$ cat src/hw/rcd_pkg.sv
// Purpose: constants and types shared by the remote code decoder
// Assumes: 50 MHz system clock
// Notes: serial bit times are board choices, kept here as named figures
package rcd_pkg;

  // ---------------------------------------------------------------
  // clock and word layout
  // ---------------------------------------------------------------
  localparam int CLK_HZ = 50_000_000;
  localparam int CYC_PER_US = CLK_HZ / 1_000_000;
  localparam int WORD_BITS = 12;
  localparam int DATA_BITS = 4;
  localparam int ADDR_BITS_LATCH = 8;
  localparam int ADDR_BITS_ADDR_ONLY = 12;
  localparam int CHECK_COUNT = 3;
  localparam int CNT_W = 20;
  localparam logic [3:0] BITS_PER_WORD = 4'hc;
  localparam logic [1:0] MATCH_LAST = 2'h2;
  localparam logic [DATA_BITS-1:0] DATA_RESET = 4'h0;

  // ---------------------------------------------------------------
  // serial timing
  // ---------------------------------------------------------------
  // high pulse at least this long reads as a one
  localparam int BIT_THRESH_US = 200;
  // low time this long inside an unfinished word drops that partial word
  localparam int GAP_US = 1000;
  // low time this long means reception has stopped
  localparam int STOP_US = 20000;
  localparam int BIT_THRESH_CYC = BIT_THRESH_US * CYC_PER_US;
  localparam int GAP_CYC = GAP_US * CYC_PER_US;
  localparam int STOP_CYC = STOP_US * CYC_PER_US;

  // ---------------------------------------------------------------
  // state
  // ---------------------------------------------------------------
  typedef enum logic [1:0] {
    RCD_IDLE = 2'h0,
    RCD_HIGH = 2'h1,
    RCD_LOW = 2'h2
  } rcd_state_t;

  typedef struct packed {
    rcd_state_t state;
    logic [CNT_W-1:0] cnt;
    logic [3:0] bits;
    logic [WORD_BITS-1:0] shift;
    logic [1:0] match;
    logic valid;
    logic [DATA_BITS-1:0] data;
    logic active;
  } rcd_regs_t;

endpackage : rcd_pkg

$ cat src/hw/rcd_decoder.sv
// Purpose: serial 12-bit remote code word decoder
// Assumes: serial input and address straps come from pins
// Notes: bit waveform is pulse-width coded, position 0 sent first
module rcd_decoder
  import rcd_pkg::*;
#(
  parameter int ADDR_BITS = ADDR_BITS_LATCH,
  parameter logic [CNT_W-1:0] BIT_THRESH = CNT_W'(BIT_THRESH_CYC),
  parameter logic [CNT_W-1:0] GAP_LEN = CNT_W'(GAP_CYC),
  parameter logic [CNT_W-1:0] STOP_LEN = CNT_W'(STOP_CYC)
) (
  // clock and reset
  input wire logic clk,
  input wire logic reset_n,
  // serial input and address straps
  input wire logic serial_in,
  input wire logic [WORD_BITS-1:0] local_address_pins,
  // decoded outputs
  output logic valid_transmission,
  output logic [DATA_BITS-1:0] latched_data_outputs,
  output logic osc_active
);

  // ---------------------------------------------------------------
  // address compare over the first n positions
  // ---------------------------------------------------------------
  function automatic logic addr_equal(
    input logic [WORD_BITS-1:0] word,
    input logic [WORD_BITS-1:0] addr
  );
    logic eq;
    eq = 1'b1;
    for (int i = 0; i < WORD_BITS; i++)
    begin
      if (i < ADDR_BITS && word[i] != addr[i])
      begin
        eq = 1'b0;
      end
    end
    return eq;
  endfunction : addr_equal

  // ---------------------------------------------------------------
  // pin synchronisers
  // ---------------------------------------------------------------
  logic [WORD_BITS:0] pins_s;
  logic din_s;
  logic [WORD_BITS-1:0] addr_s;

  // straps are static, so a plain two-flop pass is enough
  rcd_sync #(.WIDTH(WORD_BITS + 1)) u_sync (
    .clk(clk),
    .reset_n(reset_n),
    .async_in({serial_in, local_address_pins}),
    .sync_out(pins_s)
  );

  assign din_s = pins_s[WORD_BITS];
  assign addr_s = pins_s[WORD_BITS-1:0];

  // ---------------------------------------------------------------
  // decoder state
  // ---------------------------------------------------------------
  rcd_regs_t q;
  rcd_regs_t d;
  logic [WORD_BITS-1:0] word_n;
  logic word_done;
  logic word_ok;
  logic accept;
  logic abort;
  logic [3:0] bits_n;

  always_comb
  begin
    d = q;
    word_done = 1'b0;
    word_ok = 1'b0;
    accept = 1'b0;
    abort = 1'b0;
    bits_n = q.bits + 4'h1;
    word_n = {din_s, q.shift[WORD_BITS-1:1]};
    unique case (q.state)
      RCD_IDLE:
      begin
        d.active = 1'b0;
        d.cnt = '0;
        if (din_s)
        begin
          d.state = RCD_HIGH;
          d.active = 1'b1;
        end
      end
      RCD_HIGH:
      begin
        if (q.cnt != STOP_LEN)
        begin
          d.cnt = q.cnt + CNT_W'(1);
        end
        if (!din_s)
        begin
          // long high reads as one; position 0 ends up in bit 0
          word_n = {(q.cnt >= BIT_THRESH), q.shift[WORD_BITS-1:1]};
          d.shift = word_n;
          d.state = RCD_LOW;
          d.cnt = '0;
          d.bits = bits_n;
          if (bits_n == BITS_PER_WORD)
          begin
            d.bits = 4'h0;
            word_done = 1'b1;
          end
        end
      end
      RCD_LOW:
      begin
        if (q.cnt != STOP_LEN)
        begin
          d.cnt = q.cnt + CNT_W'(1);
        end
        if (din_s)
        begin
          d.state = RCD_HIGH;
          d.cnt = '0;
        end
        else if (q.cnt == STOP_LEN)
        begin
          // silence: reception stopped, back to standby
          d.state = RCD_IDLE;
          d.active = 1'b0;
          d.valid = 1'b0;
          d.match = 2'h0;
          d.bits = 4'h0;
        end
        else if (q.cnt == GAP_LEN && q.bits != 4'h0)
        begin
          // broken word: resync and treat as an error
          abort = 1'b1;
          d.bits = 4'h0;
          d.match = 2'h0;
          d.valid = 1'b0;
        end
      end
      default:
      begin
        d.state = RCD_IDLE;
      end
    endcase
    if (word_done)
    begin
      word_ok = addr_equal(word_n, addr_s);
      if (!word_ok)
      begin
        d.match = 2'h0;
        d.valid = 1'b0;
      end
      else if (q.match == MATCH_LAST)
      begin
        accept = 1'b1;
        d.valid = 1'b1;
        if (ADDR_BITS == ADDR_BITS_LATCH)
        begin
          d.data = word_n[WORD_BITS-1:ADDR_BITS_LATCH];
        end
      end
      else
      begin
        d.match = q.match + 2'h1;
      end
    end
  end

  always_ff @(posedge clk)
  begin
    if (!reset_n)
    begin
      q <= '{state: RCD_IDLE, cnt: '0, bits: 4'h0, shift: '0,
             match: 2'h0, valid: 1'b0, data: DATA_RESET, active: 1'b0};
    end
    else
    begin
      q <= d;
    end
  end

  assign valid_transmission = q.valid;
  assign latched_data_outputs = q.data;
  assign osc_active = q.active;
endmodule : rcd_decoder

$ cat src/hw/rcd_sync.sv
// Purpose: two-flop synchroniser for the decoder pins
// Assumes: inputs are asynchronous to clk
// Notes: first stage feeds only the second stage
module rcd_sync #(
  parameter int WIDTH = 1
) (
  // clock and reset
  input wire logic clk,
  input wire logic reset_n,
  // pins
  input wire logic [WIDTH-1:0] async_in,
  // synchronised
  output logic [WIDTH-1:0] sync_out
);

  logic [WIDTH-1:0] meta_q;

  always_ff @(posedge clk)
  begin
    if (!reset_n)
    begin
      meta_q <= '0;
      sync_out <= '0;
    end
    else
    begin
      meta_q <= async_in;
      sync_out <= meta_q;
    end
  end

endmodule : rcd_sync

$ cat config.mk
export PLATFORM = sky130hd
export DESIGN_NAME = rcd_decoder
export DESIGN_NICKNAME = d
export VERILOG_FILES = /design/src/hw/rcd_pkg.sv /design/src/hw/rcd_decoder.sv /design/src/hw/rcd_sync.sv
export SDC_FILE = /design/constraint.sdc
export NUM_CORES = 1
export LEC_CHECK = 0
export BUFFER_PORTS_ARGS = -buffer_cell sky130_fd_sc_hd__buf_2
export CORE_ASPECT_RATIO = 0.9
export CORE_MARGIN = 2
export CORE_UTILIZATION = 40
export DETAILED_ROUTE_END_ITERATION = 12
export PLACE_DENSITY_LB_ADDON = 0.3
export SLEW_MARGIN = 20
export SYNTH_ARGS = -nofsm -noshare
export SYNTH_HDL_FRONTEND = slang
export SYNTH_HIERARCHICAL = 1
export SYNTH_SLANG_ARGS = --single-unit
$ cat constraint.sdc
create_clock -name clk -period 2.7 [get_ports clk]
set_input_delay 0 -clock clk [delete_from_list [all_inputs] [get_ports clk]]
set_output_delay 0 -clock clk [all_outputs]
set_load 0.05 [all_outputs]
==> impl_metrics.json, run 1 <==
{
  "cts_tree": "yes",
  "grt_usage_pct": 16.9,
  "use_met2_pct": 22.3,
  "rr_worst_depth": 7,
  "vdd_ir_drop_max_uv": 220,
  "dieArea_um2": 8410,
  "dp_hpwl_um": 4320,
  "grt_max_degree": 39,
  "dieWidth_um": 96.5,
  "ant_nets": 0,
  "fin_area_um2": 3560,
  "crit_required_ps": 2960,
  "dpl_cell_area_um2": 3260,
  "min_path_type": "in -> reg",
  "vias": 2555,
  "fin_crit_ps": 2240,
  "grt_overflow": 0,
  "endpoint_kind": "flop",
  "status": "complete, no violations",
  "met1_usage_pct": 24.8,
  "yosys_warnings": 6,
  "viasPerCell": 5.27,
  "routabilityCongestion": 0.847,
  "layout_setup_ws_ps": 465,
  "cap_viol_max_count": 0,
  "io_pins": 21,
  "drtPass1Iterations": 4,
  "critical_path_class": "reg -> reg",
  "cts.sink_count": 63,
  "wl_per_cell_um": 13.4,
  "cts_buffers": 9,
  "fin_crit_sh_pct": 82.8,
  "die_h_um": 87.2,
  "crit_fanout": 7,
  "grt_pass1_wl_um": 10800,
  "setup_tns_ps": 0,
  "routed_wl_um": 6510,
  "worstSkewPairLatency_ps": 350,
  "hold_viol": 0,
  "gr-usage-met3_pct": 4.33,
  "fp-row-count": 30,
  "final_max_slew_viol_count": 0,
  "clk_pin_slew_ps": 80,
  "clockBufferDepth": 2,
  "drt_iter0_markers": 175,
  "syn_area_um2": 3080,
  "worst_slew_pin_slew_ps": 764,
  "cellLeakagePower_uw": 0.00125,
  "port-buffer-count": 16,
  "place_ws_ps": 513,
  "cts.root.buffer_cell": "clkbuf_8",
  "syn-num-nets": 379,
  "arrival_ps": 2500,
  "start_util_pct": 41.0,
  "antennaDiodeCount": 0,
  "min_delay_path_depth": 3,
  "grt_pass1_vias": 2204,
  "fin_nets": 408,
  "core_um2": 7510,
  "crit_path_start_kind": "flop",
  "drc_errors": 0,
  "antenna_found_initial": 0,
  "max_freq_ghz": 0.447,
  "grt.busiest_layer": "met1",
  "htreeDepth": 3,
  "syn2layout_area_growth_pct": 15.5,
  "slew_headroom_pct": 48.9,
  "setup_viol": 0,
  "cts_setup_buffers": 0,
  "rsz0062_at_grt": "false",
  "fin_skew_ps": 10.5,
  "drive_gt1_share_pct": 17.0,
  "synth_cells": 355,
  "syn_area_per_cell_um2": 8.67,
  "power_density_nw_per_um2": 533
}
flip-flops by register name (all words and copies together), names as in the netlist:
register,flops
q,39
u_sync/meta_q,9
u_sync/sync_out,9
latched_data_outputs,4
osc_active,1
valid_transmission,1
path summary, 6_finish.rpt:
kind | endpoint | startpoint | slack [ps]
worst max-delay path | q[33] | q[44] | 460
worst min-delay path | q[26] | reset_n | 180
worst max register to register | q[33] | q[44] | 460
worst min register to register | u_sync/sync_out[7] | u_sync/meta_q[7] | 440
metrics by stage:
| step | hold WS [ps] | utilization (%) | power (µW) | std cells |
|---|---|---|---|---|
| 2_1_floorplan | 127 | - | 1030 | 355 |
| 3_3_place_gp | 213 | 43.4 | 1050 | 460 |
| 3_5_place_dp | 214 | 43.4 | 1050 | 460 |
| 4_1_cts | 169 | 47.4 | 1910 | 485 |
| 5_1_grt | 200 | 47.4 | 1970 | 485 |
| 6_report | 175 | 47.4 | 1900 | 485 |
where the power goes:
group	switching (µW)	internal [µW]
Clock	402	454
Combinational	47.3	39.3
Sequential	8.65	944
critical path, stage by stage, from the launching register on:
cell and delay, ps:
dfxtp_1 340, inv_1 90, ha_1 170, nor2b_1 280, o211ai_1 350, buf_4 270, or4_1 490, a21oi_1 160
per-layer routing:
layer / vias to the layer above / wire [µm]
met4: 0 / 128
met3: 9 / 235
li1: 1311 / -
met2: 45 / 2730
met5: - / 0
met1: 1190 / 3410
cell usage in the layout (no fill, tap or decap), types with 4 or more instances in the layout:
| master | instances |
|---|---|
| mux2i_1 | 5 |
| xnor2_1 | 14 |
| nand3_1 | 17 |
| buf_2 | 16 |
| and2_1 | 7 |
| ha_1 | 9 |
| clkbuf_8 | 10 |
| and2_2 | 15 |
| a21oi_1 | 29 |
| nor3_1 | 9 |
| dlygate4sd3_1 | 9 |
| nor2b_1 | 4 |
| buf_4 | 10 |
| nand2_1 | 46 |
| nand4_1 | 8 |
| dfxtp_1 | 63 |
| inv_1 | 12 |
| o21ai_1 | 9 |
| or4_1 | 8 |
| nor2_1 | 23 |
repair_timing:
item                      CTS  global route
hold buffers                9             0
gates resized for setup     0             0
hold endpoints to repair    9             0
area by class of cell:
type | count | area, µm²
sequential | 63 | 1260
clock inverter | 6 | 70.1
fill | 739 | 3950
inverter | 13 | 48.8
clock buffer | 10 | 138
timing repair buffer | 35 | 245
multi-input combinational | 262 | 1670
tap | 96 | 120
Note: power is estimated with default switching activity, not from simulation.
==> inputs of run 2 (changes only) <==
Clock period 2.7 ns to 2.2 ns, I/O delays scaled along.
==> impl_metrics.json, run 2 (synthesis gave the netlist of run 1 again) <==
{
  "clock_power_share_pct": 41.7,
  "crit_path_cell_trace": "ha_1, nand2b_1, or4_1, o31ai_1, buf_4, nand3_2, mux2i_1",
  "antenna_found_initial": 0,
  "switching_share_pct": 25.7,
  "antennaDiodeCount": 0,
  "cap_viol_max_count": 0,
  "worst_slew_pin_slew_ps": 438,
  "cp-endpoint": "latched_data_outputs[0]",
  "grt_pass1_wl_um": 11100,
  "start_util_pct": 41.0,
  "cts_tree": "yes",
  "crit_path_start_kind": "flop",
  "largest_register_ffs": 39,
  "clk_pin_slew_ps": 80,
  "fin_nets": 413,
  "cts.root.buffer_cell": "clkbuf_8",
  "min_delay_path_depth": 3,
  "routabilityCongestion": 0.855,
  "clockBufferDepth": 2,
  "vias": 2606,
  "p_sw_uw": 564,
  "regMostFlops": "q",
  "wl_per_cell_um": 13.3,
  "worstSkewPairLatency_ps": 330,
  "crit_required_ps": 2430,
  "fp-row-count": 30,
  "setup_viol": 0,
  "dp_hpwl_um": 4490,
  "dp.cells": 465,
  "htreeDepth": 3,
  "grt_max_degree": 39,
  "cpPeakStageDelay_ps": 500,
  "final_common_cell": "dfxtp_1",
  "io_pins": 21,
  "arrival_ps": 2260,
  "viasPerCell": 5.32,
  "status": "complete, no violations",
  "routed_wl_um": 6540,
  "critical_path_class": "reg -> reg",
  "fin_crit_sh_pct": 92.3,
  "rsz0062_at_grt": "false",
  "crit_start": "q[20]",
  "drtPass1Iterations": 4,
  "cts.sink_count": 63,
  "rr_worst_depth": 7,
  "fin_crit_ps": 2030,
  "drc_errors": 0,
  "dieArea_um2": 8410,
  "ant_nets": 0,
  "power.internal_uw": 1630,
  "grt_overflow": 0,
  "hold_viol": 0,
  "vdd_ir_drop_max_uv": 283,
  "port-buffer-count": 16,
  "cellLeakagePower_uw": 0.00127,
  "crit_fanout": 8,
  "setup_tns_ps": 0,
  "grt_pass1_vias": 2354,
  "drive_gt1_share_pct": 18.3,
  "cpMaxStageDelayCell": "or4_1",
  "r2r-end": "latched_data_outputs[0]",
  "min_path_type": "in -> reg",
  "cts_buffers": 9,
  "max_freq_ghz": 0.493,
  "crit_cells": 7,
  "regToRegStartpoint": "q[20]",
  "drt_iter0_markers": 195,
  "final_max_slew_viol_count": 0,
  "fin_cells": 490,
  "path_buf_inv": 1,
  "reg2reg_slack_ps": 170,
  "largestRegisters": "q (39), u_sync/meta_q (9), u_sync/sync_out (9)",
  "sequentialPowerShare_pct": 53.3,
  "die_h_um": 87.2,
  "slew_headroom_pct": 70.0,
  "core_um2": 7510,
  "crit_family": "simple AND/OR/NAND/NOR gates",
  "p_comb_share_pct": 5.0,
  "layout_common_cells": "63 x dfxtp_1, 46 x nand2_1, 29 x a21oi_1",
  "grt_usage_pct": 17.0,
  "fin_skew_ps": 7.56,
  "power_density_nw_per_um2": 615,
  "syn2layout_area_growth_pct": 15.9,
  "dieWidth_um": 96.5,
  "endpoint_kind": "flop"
}
==> run 2: changes by cell type in the layout (fill, tap and decap cells not counted), sizes merged <==
cell      before  now
clkbuf        10    9
buf           26   31
bufinv         1    0
inv           12   15
clkinvlp       3    1
clkinv         3    4
==> run 2: layout make-up <==
type	count	area, µm²
Clock buffer	9	124
Clock inverter	7	56.3
Fill cell	742	3940
Inverter	13	48.8
Multi-Input combinational cell	262	1680
Sequential cell	63	1260
Tap cell	96	120
Timing Repair Buffer	40	283
==> run 2: worst min-delay path: cells and delay by family <==
family | cells | cell delay, ps
AOI/OAI and AO/OA | 1 | 60
buffers and inverters | 2 | 330
==> run 2: repair_timing <==
item | in CTS | in global routing
hold endpoints to repair | 9 | 0
endpoints found under the setup margin | 0 | 5
hold buffers | 9 | 0
gates resized for setup | 0 | 1
buffers inserted | 0 | 0
==> run 2: worst min-delay path by stage <==
stage	from	to	slack [ps]
finish	reset_n	q[13]	110
global route	reset_n	q[17]	110
CTS	reset_n	q[13]	90
detailed placement	local_address_pins[3]	u_sync/meta_q[3]	210
global placement	local_address_pins[2]	u_sync/meta_q[2]	210
floorplan	local_address_pins[2]	u_sync/meta_q[2]	130
==> run 2: power by group through the flow <==
stage          logic [µW]  registers, µW  clock network (µW)
2_1_floorplan        68.3           1190                   0
3_3_place_gp         94.3           1200                   0
3_5_place_dp         96.1           1200                   0
4_1_cts               108           1170                 940
5_1_grt               122           1170                1000
6_report              109           1170                 915
==> run 2: through the flow <==
stage                     total power, µW  util (%)  area (µm²)  hold WS [ps]  setup slack (ps)
after floorplan                      1260         -        3080           127               321
after global placement               1290      43.9        3300           210               222
after detailed placement             1290      43.9        3300           213               209
after CTS                            2220      47.5        3570          85.9               194
after global routing                 2300      47.5        3570           110              15.8
final                                2190      47.5        3570           113               170
==> run 2: routing by layer <==
metal	part of all wire (%)	vias to the layer above	track usage, %
li1	-	1323	-
met1	50	1216	24.7
met2	43	55	23.7
met3	4.4	12	3.38
met4	1.9	0	8.58
met5	0	-	0
==> inputs of run 3 (changes only) <==
Settings changed: ABC_AREA set to 1, PLACE_DENSITY set to 0.56, PLACE_DENSITY_LB_ADDON 0.3 to not set.
==> impl_metrics.json, run 3 <==
{
  "ant_nets": 0,
  "grt_pass1_wl_um": 13100,
  "rsz0062_at_grt": "false",
  "htreeDepth": 3,
  "syn_area_per_cell_um2": 6.53,
  "worst_hold_startpoint": "reset_n",
  "setup_tns_ps": 0,
  "routed_wl_um": 7890,
  "grt_max_degree": 41,
  "p_total_uw": 3160,
  "yosys_warnings": 6,
  "regMostFlops": "q",
  "final_max_slew_viol_count": 0,
  "final_util_pct": 46.0,
  "endpoint_kind": "flop",
  "crit_required_ps": 2450,
  "syn_area_um2": 3430,
  "crit_fanout": 17,
  "critical_path_class": "reg -> reg",
  "grt_usage_pct": 17.8,
  "largestRegisters": "q (39), u_sync/meta_q (9), u_sync/sync_out (9)",
  "cts_buffers": 9,
  "io_pins": 21,
  "cts.sink_count": 63,
  "antennaDiodeCount": 0,
  "vias": 3190,
  "port-buffer-count": 16,
  "drive_gt1_share_pct": 9.04,
  "min_to": "u_sync/sync_out[2]",
  "fin_crit_sh_pct": 90.2,
  "syn-num-nets": 550,
  "drtPass1Iterations": 4,
  "dp_hpwl_um": 5540,
  "fp-row-count": 32,
  "reg2reg_slack_ps": 220,
  "worstSkewPairLatency_ps": 350,
  "fin_cells": 672,
  "r2r-end": "q[31]",
  "antenna_found_initial": 0,
  "cap_viol_max_count": 0,
  "crit_path_start_kind": "flop",
  "layout_common_cells": "148 x nand2_1, 81 x inv_1, 63 x dfxtp_1",
  "fin_skew_ps": 10.1,
  "vdd_ir_drop_max_uv": 437,
  "hold_ws_ps": 179,
  "wl_per_cell_um": 11.7,
  "drt_iter0_markers": 157,
  "slew_headroom_pct": 42.7,
  "syn2layout_area_growth_pct": 13.3,
  "dieWidth_um": 102,
  "nFillCells": 878,
  "min_delay_path_depth": 4,
  "status": "complete, no violations",
  "dp.cells": 647,
  "largest_register_ffs": 39,
  "core_um2": 8450,
  "synth_cells": 526,
  "start_util_pct": 40.7,
  "arrival_ps": 2230,
  "multiInputGateArea_um2": 1740,
  "grt_overflow": 0,
  "dieArea_um2": 9340,
  "cellLeakagePower_uw": 0.00179,
  "regToRegStartpoint": "q[44]",
  "worst_slew_pin_slew_ps": 858,
  "cts.root.buffer_cell": "clkbuf_8",
  "power_density_nw_per_um2": 813,
  "setup_viol": 0,
  "routabilityCongestion": 0.884,
  "drc_errors": 0,
  "final_common_cell": "nand2_1",
  "cts_hold_buf": 9,
  "max_freq_ghz": 0.504,
  "min_path_type": "in -> reg",
  "clockBufferDepth": 2,
  "fin_nets": 572,
  "cts_setup_buffers": 0,
  "viasPerCell": 4.75,
  "hold_viol": 0,
  "register_area_um2": 1260,
  "die_h_um": 91.9,
  "clk_pin_slew_ps": 80,
  "grt_pass1_vias": 2800,
  "rr_worst_depth": 8,
  "fin_crit_ps": 1980,
  "cts.repair.resized": 0,
  "cts_tree": "yes"
}
run 3: changes by cell type in the layout (fill, tap and decap cells not counted), moves of 15 or more:
cell     previous run  this run
o21ai_0             3        25
and2_2             15         0
nand3_1            17        32
inv_1              12        81
nand2_1            46       148
nor2_1             23        59
run 3: through the flow:
stage / worst slack (ps) / area [µm²]
final: 216 / 3890
after global routing: 75.9 / 3890
after CTS: 222 / 3890
after detailed placement: 255 / 3570
after global placement: 310 / 3570
after floorplan: 667 / 3430
run 3: cell type report:
| class | instances | area share [%] |
|---|---|---|
| well taps | 119 | 3.83 |
| clock buffers | 10 | 3.54 |
| clock inverters | 6 | 2.38 |
| inverters | 84 | 8.14 |
| flip-flops and latches | 63 | 32.4 |
| multi-input cells | 362 | 44.7 |
| repair buffers | 28 | 4.95 |
run 3: worst max path at each step:
stage | start | endpoint | slack (ps) | cells after the start
after floorplan | q[45] | q[20] | 670 | 11
after global placement | q[44] | q[31] | 310 | 8
after detailed placement | q[44] | q[27] | 250 | 8
after CTS | q[44] | q[31] | 220 | 8
after global routing | q[44] | q[31] | 80 | 8
final | q[44] | q[31] | 220 | 8
run 3: report_power, final:
| group | total, µW | internal (µW) | switching (µW) |
|---|---|---|---|
| clock | 1170 | 674 | 495 |
| combinational | 645 | 230 | 415 |
| sequential | 1350 | 1250 | 96.0 |
| total | 3160 | 2160 | 1010 |
run 3: layer usage:
layer  wire length [µm]  up-vias  track usage (%)
met3                322       10             3.66
met5                  0        -                0
met4                107        0             5.74
li1                   -     1703                -
met1               4150     1413             25.9
met2               3310       64             25.9
run 3: worst max-delay path, stage by stage (launching register included):
cell      delay, ps
dfxtp_1         340
inv_1           100
ha_1            290
nand2_1         150
o21ai_1         120
nand3_2         200
inv_2           310
o21ai_1         140
a221oi_1        240
